==> config.mk <==
export PLATFORM = sky130hd
export DESIGN_NAME = ldr_cell
export DESIGN_NICKNAME = d
export VERILOG_FILES = /design/src/hdl/ldr_pkg.sv /design/src/hdl/ldr_cell.sv /design/src/hdl/ldr_lut_mem.sv
export SDC_FILE = /design/constraint.sdc
export NUM_CORES = 1
export LEC_CHECK = 0
export ABC_CLOCK_PERIOD_IN_PS = 3160
export BUFFER_PORTS_ARGS = -buffer_cell sky130_fd_sc_hd__buf_2
export CELL_PAD_IN_SITES_DETAIL_PLACEMENT = 2
export CELL_PAD_IN_SITES_GLOBAL_PLACEMENT = 2
export CORE_AREA = 2 2 178 163
export CTS_BUF_LIST = sky130_fd_sc_hd__clkbuf_8
export DETAILED_ROUTE_END_ITERATION = 7
export DIE_AREA = 0 0 180 165
export PLACE_DENSITY_LB_ADDON = 0.1
export SETUP_SLACK_MARGIN = 0.1
export SKIP_LAST_GASP = 1
export SYNTH_ARGS = -nofsm -noshare
export SYNTH_HDL_FRONTEND = slang
export SYNTH_SLANG_ARGS = --single-unit
==> constraint.sdc <==
create_clock -name pclk -period 3.16 [get_ports pclk]
set_input_delay 0.158 -clock pclk [delete_from_list [all_inputs] [get_ports pclk]]
set_output_delay 0.158 -clock pclk [all_outputs]
set_load 0.02 [all_outputs]
==> src/hdl/ldr_pkg.sv <==
// Constants and types shared by the lookup table memory cell files.
package ldr_pkg;

    localparam logic [7:0]  LDR_OFF_CFG     = 8'h00;
    localparam logic [7:0]  LDR_OFF_LOGIC   = 8'h04;
    localparam logic [7:0]  LDR_OFF_CONTENT = 8'h08;
    localparam logic [7:0]  LDR_OFF_STATUS  = 8'h0c;

    localparam logic [31:0] LDR_LOGIC_RST   = 32'h0000_0000;
    localparam logic [15:0] LDR_INIT_A      = 16'h0000;
    localparam logic [15:0] LDR_INIT_B      = 16'h0000;

    localparam int          LDR_PIN_W       = 12;
    localparam int          LDR_PIN_ADDR_B  = 4;
    localparam int          LDR_PIN_ZERO    = 8;
    localparam int          LDR_PIN_ONE     = 9;
    localparam int          LDR_PIN_TWO     = 10;
    localparam int          LDR_PIN_CLK     = 11;

    typedef enum logic [2:0] {
        LDR_LOGIC,
        LDR_A_RAM,
        LDR_B_RAM,
        LDR_16X2,
        LDR_32X1,
        LDR_DUAL
    } ldr_mode_t;

    typedef struct packed {
        logic [7:0] h_tab;
        logic       neg_edge;
        logic       async_wr;
        logic [2:0] mode;
    } ldr_cfg_t;

    localparam ldr_cfg_t    LDR_CFG_RST     = '0;

    typedef struct packed {
        logic       we;
        logic [3:0] addr;
        logic       din;
    } ldr_wr_t;

endpackage : ldr_pkg

==> src/hdl/ldr_cell.sv <==
// Lookup table memory cell with its APB configuration registers.
// Overview of operation
// - Two independent 16x1 memories, separate data.
// - One 32x1 memory, one data path.
// - One table memory, other keeps logic.
// - Synchronous writes on selected clock edge.
// - Asynchronous writes follow write enable level.
// - One timing mode governs both tables.
// - Single port shares read/write address.
// - Dual port: one write, two reads.
// - Same-cycle read and write allowed.
// - Reads identical in 16x2 and dual port modes.
// - Four inputs address one table cell.
// - Control inputs become data and enable.
// - 32x1 uses high data as address.
// - Outputs leave directly or via flip-flops.
// - Contents preset with user values.
`timescale 1ns/10ps
`default_nettype none
module ldr_cell
    import ldr_pkg::*;
(
    input  wire logic        pclk,
    input  wire logic        presetn,
    input  wire logic        psel,
    input  wire logic        penable,
    input  wire logic        pwrite,
    input  wire logic [7:0]  paddr,
    input  wire logic [31:0] pwdata,
    output logic [31:0]      prdata,
    output logic             pready,
    output logic             pslverr,
    input  wire logic [3:0]  lut_a_address,
    input  wire logic [3:0]  lut_b_address,
    input  wire logic        ctrl_in_zero,
    input  wire logic        ctrl_in_one,
    input  wire logic        ctrl_in_two,
    input  wire logic        cell_clk,
    output logic             lut_a_out,
    output logic             lut_b_out,
    output logic             lut_a_ff,
    output logic             lut_b_ff,
    output logic             h_out
);

    logic [LDR_PIN_W-1:0] pin_raw;
    logic [LDR_PIN_W-1:0] pin_s1_q;
    logic [LDR_PIN_W-1:0] pin_s2_q;
    logic                 clk_s3_q;
    logic [3:0]           a_addr;
    logic [3:0]           b_addr;
    logic                 write_data_lo;
    logic                 write_data_hi;
    logic                 wr_strobe;
    logic                 clk_rise;
    logic                 clk_fall;
    logic                 clk_edge;
    ldr_cfg_t             cfg_q;
    logic [31:0]          logic_q;
    logic                 is_a_ram;
    logic                 is_b_ram;
    logic                 is_16x2;
    logic                 is_32x1;
    logic                 is_dual;
    logic                 ram_mode;
    logic                 wr_ok;
    ldr_wr_t              wr_a;
    ldr_wr_t              wr_b;
    logic [3:0]           raddr_b;
    logic                 rd_a;
    logic                 rd_b;
    logic [31:0]          image;
    logic                 load;
    logic [3:0]           a_addr_p_q;
    logic [3:0]           b_addr_p_q;
    logic                 hi_p_q;
    logic                 out_a_d;
    logic                 out_b_d;
    logic                 h_d;
    logic                 acc;
    logic                 done;
    logic                 sel_cfg;
    logic                 sel_logic;
    logic                 sel_content;
    logic                 sel_status;
    logic                 mapped;
    logic [31:0]          rdata_d;

    // Pins from the user side pass two flip-flops before any use.
    assign pin_raw = {cell_clk, ctrl_in_two, ctrl_in_one, ctrl_in_zero,
                      lut_b_address, lut_a_address};

    always_ff @(posedge pclk or negedge presetn)
    begin
        if (!presetn)
        begin
            pin_s1_q <= '0;
            pin_s2_q <= '0;
            clk_s3_q <= 1'b0;
        end
        else
        begin
            pin_s1_q <= pin_raw;
            pin_s2_q <= pin_s1_q;
            clk_s3_q <= pin_s2_q[LDR_PIN_CLK];
        end
    end

    // The control inputs turn into write data and write enable.
    assign a_addr        = pin_s2_q[3:0];
    assign b_addr        = pin_s2_q[LDR_PIN_ADDR_B+3:LDR_PIN_ADDR_B];
    assign write_data_lo = pin_s2_q[LDR_PIN_TWO];
    assign write_data_hi = pin_s2_q[LDR_PIN_ONE];
    assign wr_strobe     = pin_s2_q[LDR_PIN_ZERO];

    assign clk_rise = pin_s2_q[LDR_PIN_CLK] & ~clk_s3_q;
    assign clk_fall = ~pin_s2_q[LDR_PIN_CLK] & clk_s3_q;
    assign clk_edge = cfg_q.neg_edge ? clk_fall : clk_rise;

    assign is_a_ram = cfg_q.mode == LDR_A_RAM;
    assign is_b_ram = cfg_q.mode == LDR_B_RAM;
    assign is_16x2  = cfg_q.mode == LDR_16X2;
    assign is_32x1  = cfg_q.mode == LDR_32X1;
    assign is_dual  = cfg_q.mode == LDR_DUAL;
    assign ram_mode = is_a_ram | is_b_ram | is_16x2 | is_32x1 | is_dual;

    // One timing bit rules both tables; synchronous writes need the edge.
    assign wr_ok = ram_mode & wr_strobe & (cfg_q.async_wr | clk_edge);

    assign wr_a.we   = wr_ok & (is_a_ram | is_16x2 | is_dual | (is_32x1 & ~write_data_hi));
    assign wr_a.addr = a_addr;
    assign wr_a.din  = write_data_lo;

    assign wr_b.we   = wr_ok & (is_b_ram | is_16x2 | is_dual | (is_32x1 & write_data_hi));
    assign wr_b.addr = (is_16x2 | is_b_ram) ? b_addr : a_addr;
    assign wr_b.din  = (is_16x2 | is_b_ram) ? write_data_hi : write_data_lo;

    // The second read port keeps its own address except in 32x1 mode, where it reads at the port A address.
    assign raddr_b = is_32x1 ? a_addr : b_addr;

    assign load = done & pwrite & sel_content;

    ldr_lut_mem u_mem (
        .clk       (pclk),
        .load      (load),
        .load_data (pwdata),
        .wr_a      (wr_a),
        .wr_b      (wr_b),
        .raddr_a   (a_addr),
        .raddr_b   (raddr_b),
        .rd_a_q    (rd_a),
        .rd_b_q    (rd_b),
        .image     (image)
    );

    always_ff @(posedge pclk or negedge presetn)
    begin
        if (!presetn)
        begin
            a_addr_p_q <= 4'h0;
            b_addr_p_q <= 4'h0;
            hi_p_q     <= 1'b0;
        end
        else
        begin
            a_addr_p_q <= a_addr;
            b_addr_p_q <= b_addr;
            hi_p_q     <= write_data_hi;
        end
    end

    // Read paths select the same way whatever the write mode.
    always_comb
    begin
        out_a_d = 1'b0;
        out_b_d = 1'b0;
        unique case (cfg_q.mode)
            LDR_LOGIC:
            begin
                out_a_d = logic_q[{1'b0, a_addr_p_q}];
                out_b_d = logic_q[{1'b1, b_addr_p_q}];
            end
            LDR_A_RAM:
            begin
                out_a_d = rd_a;
                out_b_d = logic_q[{1'b1, b_addr_p_q}];
            end
            LDR_B_RAM:
            begin
                out_a_d = logic_q[{1'b0, a_addr_p_q}];
                out_b_d = rd_b;
            end
            LDR_32X1:
            begin
                out_a_d = hi_p_q ? rd_b : rd_a;
                out_b_d = hi_p_q ? rd_b : rd_a;
            end
            LDR_16X2, LDR_DUAL:
            begin
                out_a_d = rd_a;
                out_b_d = rd_b;
            end
            default:
            begin
                out_a_d = 1'b0;
                out_b_d = 1'b0;
            end
        endcase
    end

    assign h_d = cfg_q.h_tab[{hi_p_q, out_a_d, out_b_d}];

    // Outputs leave directly and can also be caught on the cell clock edge.
    always_ff @(posedge pclk or negedge presetn)
    begin
        if (!presetn)
        begin
            lut_a_out <= 1'b0;
            lut_b_out <= 1'b0;
            h_out     <= 1'b0;
            lut_a_ff  <= 1'b0;
            lut_b_ff  <= 1'b0;
        end
        else
        begin
            lut_a_out <= out_a_d;
            lut_b_out <= out_b_d;
            h_out     <= h_d;
            if (clk_edge)
            begin
                lut_a_ff <= out_a_d;
                lut_b_ff <= out_b_d;
            end
        end
    end

    // Register access answers after one wait state.
    assign acc         = psel & penable;
    assign done        = acc & pready;
    assign sel_cfg     = paddr == LDR_OFF_CFG;
    assign sel_logic   = paddr == LDR_OFF_LOGIC;
    assign sel_content = paddr == LDR_OFF_CONTENT;
    assign sel_status  = paddr == LDR_OFF_STATUS;
    assign mapped      = sel_cfg | sel_logic | sel_content | sel_status;

    assign rdata_d = sel_cfg     ? {19'h0_0000, cfg_q} :
                     sel_logic   ? logic_q :
                     sel_content ? image :
                     sel_status  ? {27'h000_0000, h_out, lut_b_ff, lut_a_ff,
                                    lut_b_out, lut_a_out} :
                                   32'h0000_0000;

    always_ff @(posedge pclk or negedge presetn)
    begin
        if (!presetn)
        begin
            pready  <= 1'b0;
            pslverr <= 1'b0;
            prdata  <= 32'h0000_0000;
        end
        else
        begin
            pready  <= acc & ~pready;
            pslverr <= acc & ~pready & ~mapped;
            prdata  <= (acc & ~pready & ~pwrite) ? rdata_d : 32'h0000_0000;
        end
    end

    always_ff @(posedge pclk or negedge presetn)
    begin
        if (!presetn)
        begin
            cfg_q   <= LDR_CFG_RST;
            logic_q <= LDR_LOGIC_RST;
        end
        else
        begin
            if (done & pwrite & sel_cfg)
            begin
                cfg_q <= pwdata[12:0];
            end
            if (done & pwrite & sel_logic)
            begin
                logic_q <= pwdata;
            end
        end
    end
endmodule : ldr_cell
`default_nettype wire

==> src/hdl/ldr_lut_mem.sv <==
// Two sixteen-bit lookup table arrays with write ports and registered reads.
`timescale 1ns/10ps
`default_nettype none
module ldr_lut_mem
    import ldr_pkg::*;
(
    input  wire logic        clk,
    input  wire logic        load,
    input  wire logic [31:0] load_data,
    input  var  ldr_wr_t     wr_a,
    input  var  ldr_wr_t     wr_b,
    input  wire logic [3:0]  raddr_a,
    input  wire logic [3:0]  raddr_b,
    output logic             rd_a_q,
    output logic             rd_b_q,
    output logic [31:0]      image
);

    // Contents start from the configured image and no reset touches them.
    logic [15:0] cell_a_q = LDR_INIT_A;
    logic [15:0] cell_b_q = LDR_INIT_B;

    assign image = {cell_b_q, cell_a_q};

    always_ff @(posedge clk)
    begin
        if (load)
        begin
            cell_a_q <= load_data[15:0];
            cell_b_q <= load_data[31:16];
        end
        else
        begin
            if (wr_a.we)
            begin
                cell_a_q[wr_a.addr] <= wr_a.din;
            end
            if (wr_b.we)
            begin
                cell_b_q[wr_b.addr] <= wr_b.din;
            end
        end
    end

    // Each four-bit address selects one cell of its table.
    always_ff @(posedge clk)
    begin
        rd_a_q <= cell_a_q[raddr_a];
        rd_b_q <= cell_b_q[raddr_b];
    end

endmodule : ldr_lut_mem
`default_nettype wire

==> impl_metrics.yaml <==
run_status:
  outcome: "finished clean"
clock_tree:
  postCtsSetupRepairBufs: 0
  hold_buffers: 48
  root_buffer: "clkbuf_8"
  worst_skew_pair.late_latency_ps: 460
  h-tree-depth: 4
  path_clk_slew_ps: 90
  clk_path_buf_depth: 2
  cts_resized: 0
  numClockSinks: 152
  cts_tree: "done"
  cts_inserted_buffers: 17
floorplan:
  ios: 96
  die_h_um: 165
  core-area_um2: 27600
  rows: 58
  die_area_um2: 29700
  start_util: 0.249
  die_w_um: 180
synthesis:
  synthAdderAreaFrac: 0
  yosysUniqueCellTypes: 56
  synth_top_family_by_area: "multiplexers"
  yosysWarnings: 0
  async_flop_share: 0.776
  synth_xor_area_frac: 0
  synth_area_um2: 6890
  synth_top_flop_cell: "dfrtp_1"
  synth_compound_area_frac: 0.133
  synth_edf_count: 32
  synth_area_per_cell_um2: 12.4
  synth-simple-area-share: 0.102
  ys_seq_area_frac: 0.574
  synthMuxAreaShare: 0.165
  syn_nets: 614
  ys_seq_elements: 152
  synthCells: 557
drt:
  drt-vias-per-instance: 4.84
  ant_nets: 0
  drt_iter0_drc: 305
  wl_um: 23600
  avgRoutedWirePerCell_um: 22.1
  vias: 5188
  drtPass1Iterations: 4
  drc: 0
global_routing:
  use_met3: 0.0309
  top_usage_layer: "met2"
  grt_first_pass_wirelength_um: 36800
  antenna_found_initial: 0
  met2_usage: 0.256
  grt_use_total: 0.166
  overflow: 0
  grtUsageMet1: 0.245
  grt_max_degree: 53
  grt_pass1_vias: 5747
final_layout:
  drive_gt1_frac: 0.241
  num-fill-cells: 2958
  mostFrequentLayoutCells: "dfrtp_1, buf_2, nor2_1, dlygate4sd3_1, mux2_1"
  final_nets: 755
  final-seq-area_um2: 3950
  multiInputGateArea_um2: 2780
  final_common_cell: "dfrtp_1"
  fin_util: 0.317
  syn_to_final_growth_pct: 27.2
  antenna_cells: 0
  finalNonFillerCells: 1071
placed_design:
  dp_cells: 991
  port_buffers: 95
  place_ws_ps: 413
  place_congestion: 0.770
  dp_hpwl_um: 17600
critical_path:
  worstRegToRegCells: 7
  cp-start-kind: "flip-flop"
  required_ps: 3510
  rrSetupSlack_ps: 420
  cp.arrival_ps: 3080
  timing.rr.start: "cfg_q[2]$_DFFE_PN0P_"
  path_max_fanout: 13
  worst_setup_path_end_kind: "flip-flop"
  r2r_end: "u_mem.rd_b_q$_DFF_P_"
  crit_end: "u_mem.rd_b_q$_DFF_P_"
  crit_start: "cfg_q[2]$_DFFE_PN0P_"
  path_class: "flip-flop to flip-flop"
timing:
  maxSlewHeadroom: 0.346
  setup_violations: 0
  slew_violations: 0
  period_share: 0.866
  skew_ps: 12.5
  fin_crit_ps: 2740
  hold_viol: 0
  rsz0062_at_grt: "false"
  fmax_mhz: 365
  fin_setup_tns_ps: 0
  finalWorstSetupSlack_ps: 423
  worst_slew_pin_slew_ps: 970
power_and_ir_drop:
  cellLeakagePower_nw: 3.86
  vdd_drop_max_mv: 0.245
  power_density_nw_per_um2: 480
hold_path:
  hp-class: "input port to flip-flop"
job:
  drv_cap: 0
==> state kept, by name (all words and copies together) (netlist names), 4 cells and up <==
signal / count
u_mem.cell_b_q: 16
a_addr_p_q: 4
pin_s1_q: 12
cfg_q: 13
prdata: 32
pin_s2_q: 12
logic_q: 32
u_mem.cell_a_q: 16
b_addr_p_q: 4
==> worst max-delay path, stage by stage, from the launching register on <==
cell and delay (ps):
dfrtp_1 590, nor3b_4 490, nor2_1 110, a21oi_2 410
mux4_2 620, mux2_2 280, nand2_1 60, o21ai_1 60
==> per-layer routing <==
metal	share of wire	vias up
li1	-	2355
met1	0.52	2719
met2	0.44	108
met3	0.037	6
met4	0.0045	0
met5	0	-
==> Yosys cell counts (3+ instances only) <==
master,n,share of area
nand3_1,10,0.0073
nand2b_1,13,0.012
a2111oi_0,5,0.0064
mux2i_1,24,0.035
a22o_1,16,0.020
clkbuf_1,24,0.013
nor2_1,57,0.031
o22ai_1,4,0.0036
o21ai_0,9,0.0065
a21oi_1,15,0.011
mux4_2,14,0.046
o41ai_1,4,0.0051
nand2_1,30,0.016
buf_2,6,0.0044
edfxtp_1,32,0.14
o21a_1,3,0.0033
mux2_1,45,0.074
nand3b_1,5,0.0055
o31ai_1,15,0.016
dfrtp_1,118,0.43
nor3_1,3,0.0022
inv_1,6,0.0033
a22oi_1,19,0.021
and3_1,4,0.0036
o21ai_1,33,0.024
nor2b_1,7,0.0064
==> final cells by class <==
type	count	area share
Clock inverter	13	0.0256
Timing Repair Buffer	156	0.122
Multi-Input combinational cell	364	0.317
Inverter	7	0.00300
Sequential cell	152	0.451
Clock buffer	19	0.0298
Tap cell	360	0.0514
==> cell families (layout without fill, tap and decap cells) <==
family,count (synthesis),count (layout)
compound gates,135,135
buf+inv,41,195
flops,152,152
mux,87,87
simple gates,142,142
==> stage by stage <==
step	hold slack, ps	instance area (um2)	power, mW
after floorplan	-138	6890	2.19
after global placement	150	7790	2.35
after detailed placement	148	7790	2.35
after CTS	0.798	8760	4.27
after global routing	10.8	8760	4.38
final	19.6	8760	4.21
==> how the worst min path moves through the flow <==
stage	start	to	cells after the start
finish	paddr[5]	pslverr$_DFF_PN0_	3
global route	paddr[5]	pslverr$_DFF_PN0_	3
CTS	paddr[5]	pslverr$_DFF_PN0_	3
detailed placement	presetn	lut_b_ff$_DFFE_PN0P_	1
global placement	presetn	lut_b_ff$_DFFE_PN0P_	1
floorplan	presetn	a_addr_p_q[0]$_DFF_PN0_	0
==> power breakdown <==
part / total, mW / switching, mW / internal, mW
registers: 2.07 / 0.0437 / 2.03
clock network: 1.85 / 0.791 / 1.06
logic: 0.283 / 0.161 / 0.123
total: 4.21 / 0.995 / 3.21
Power figures use the tool's default switching activity.
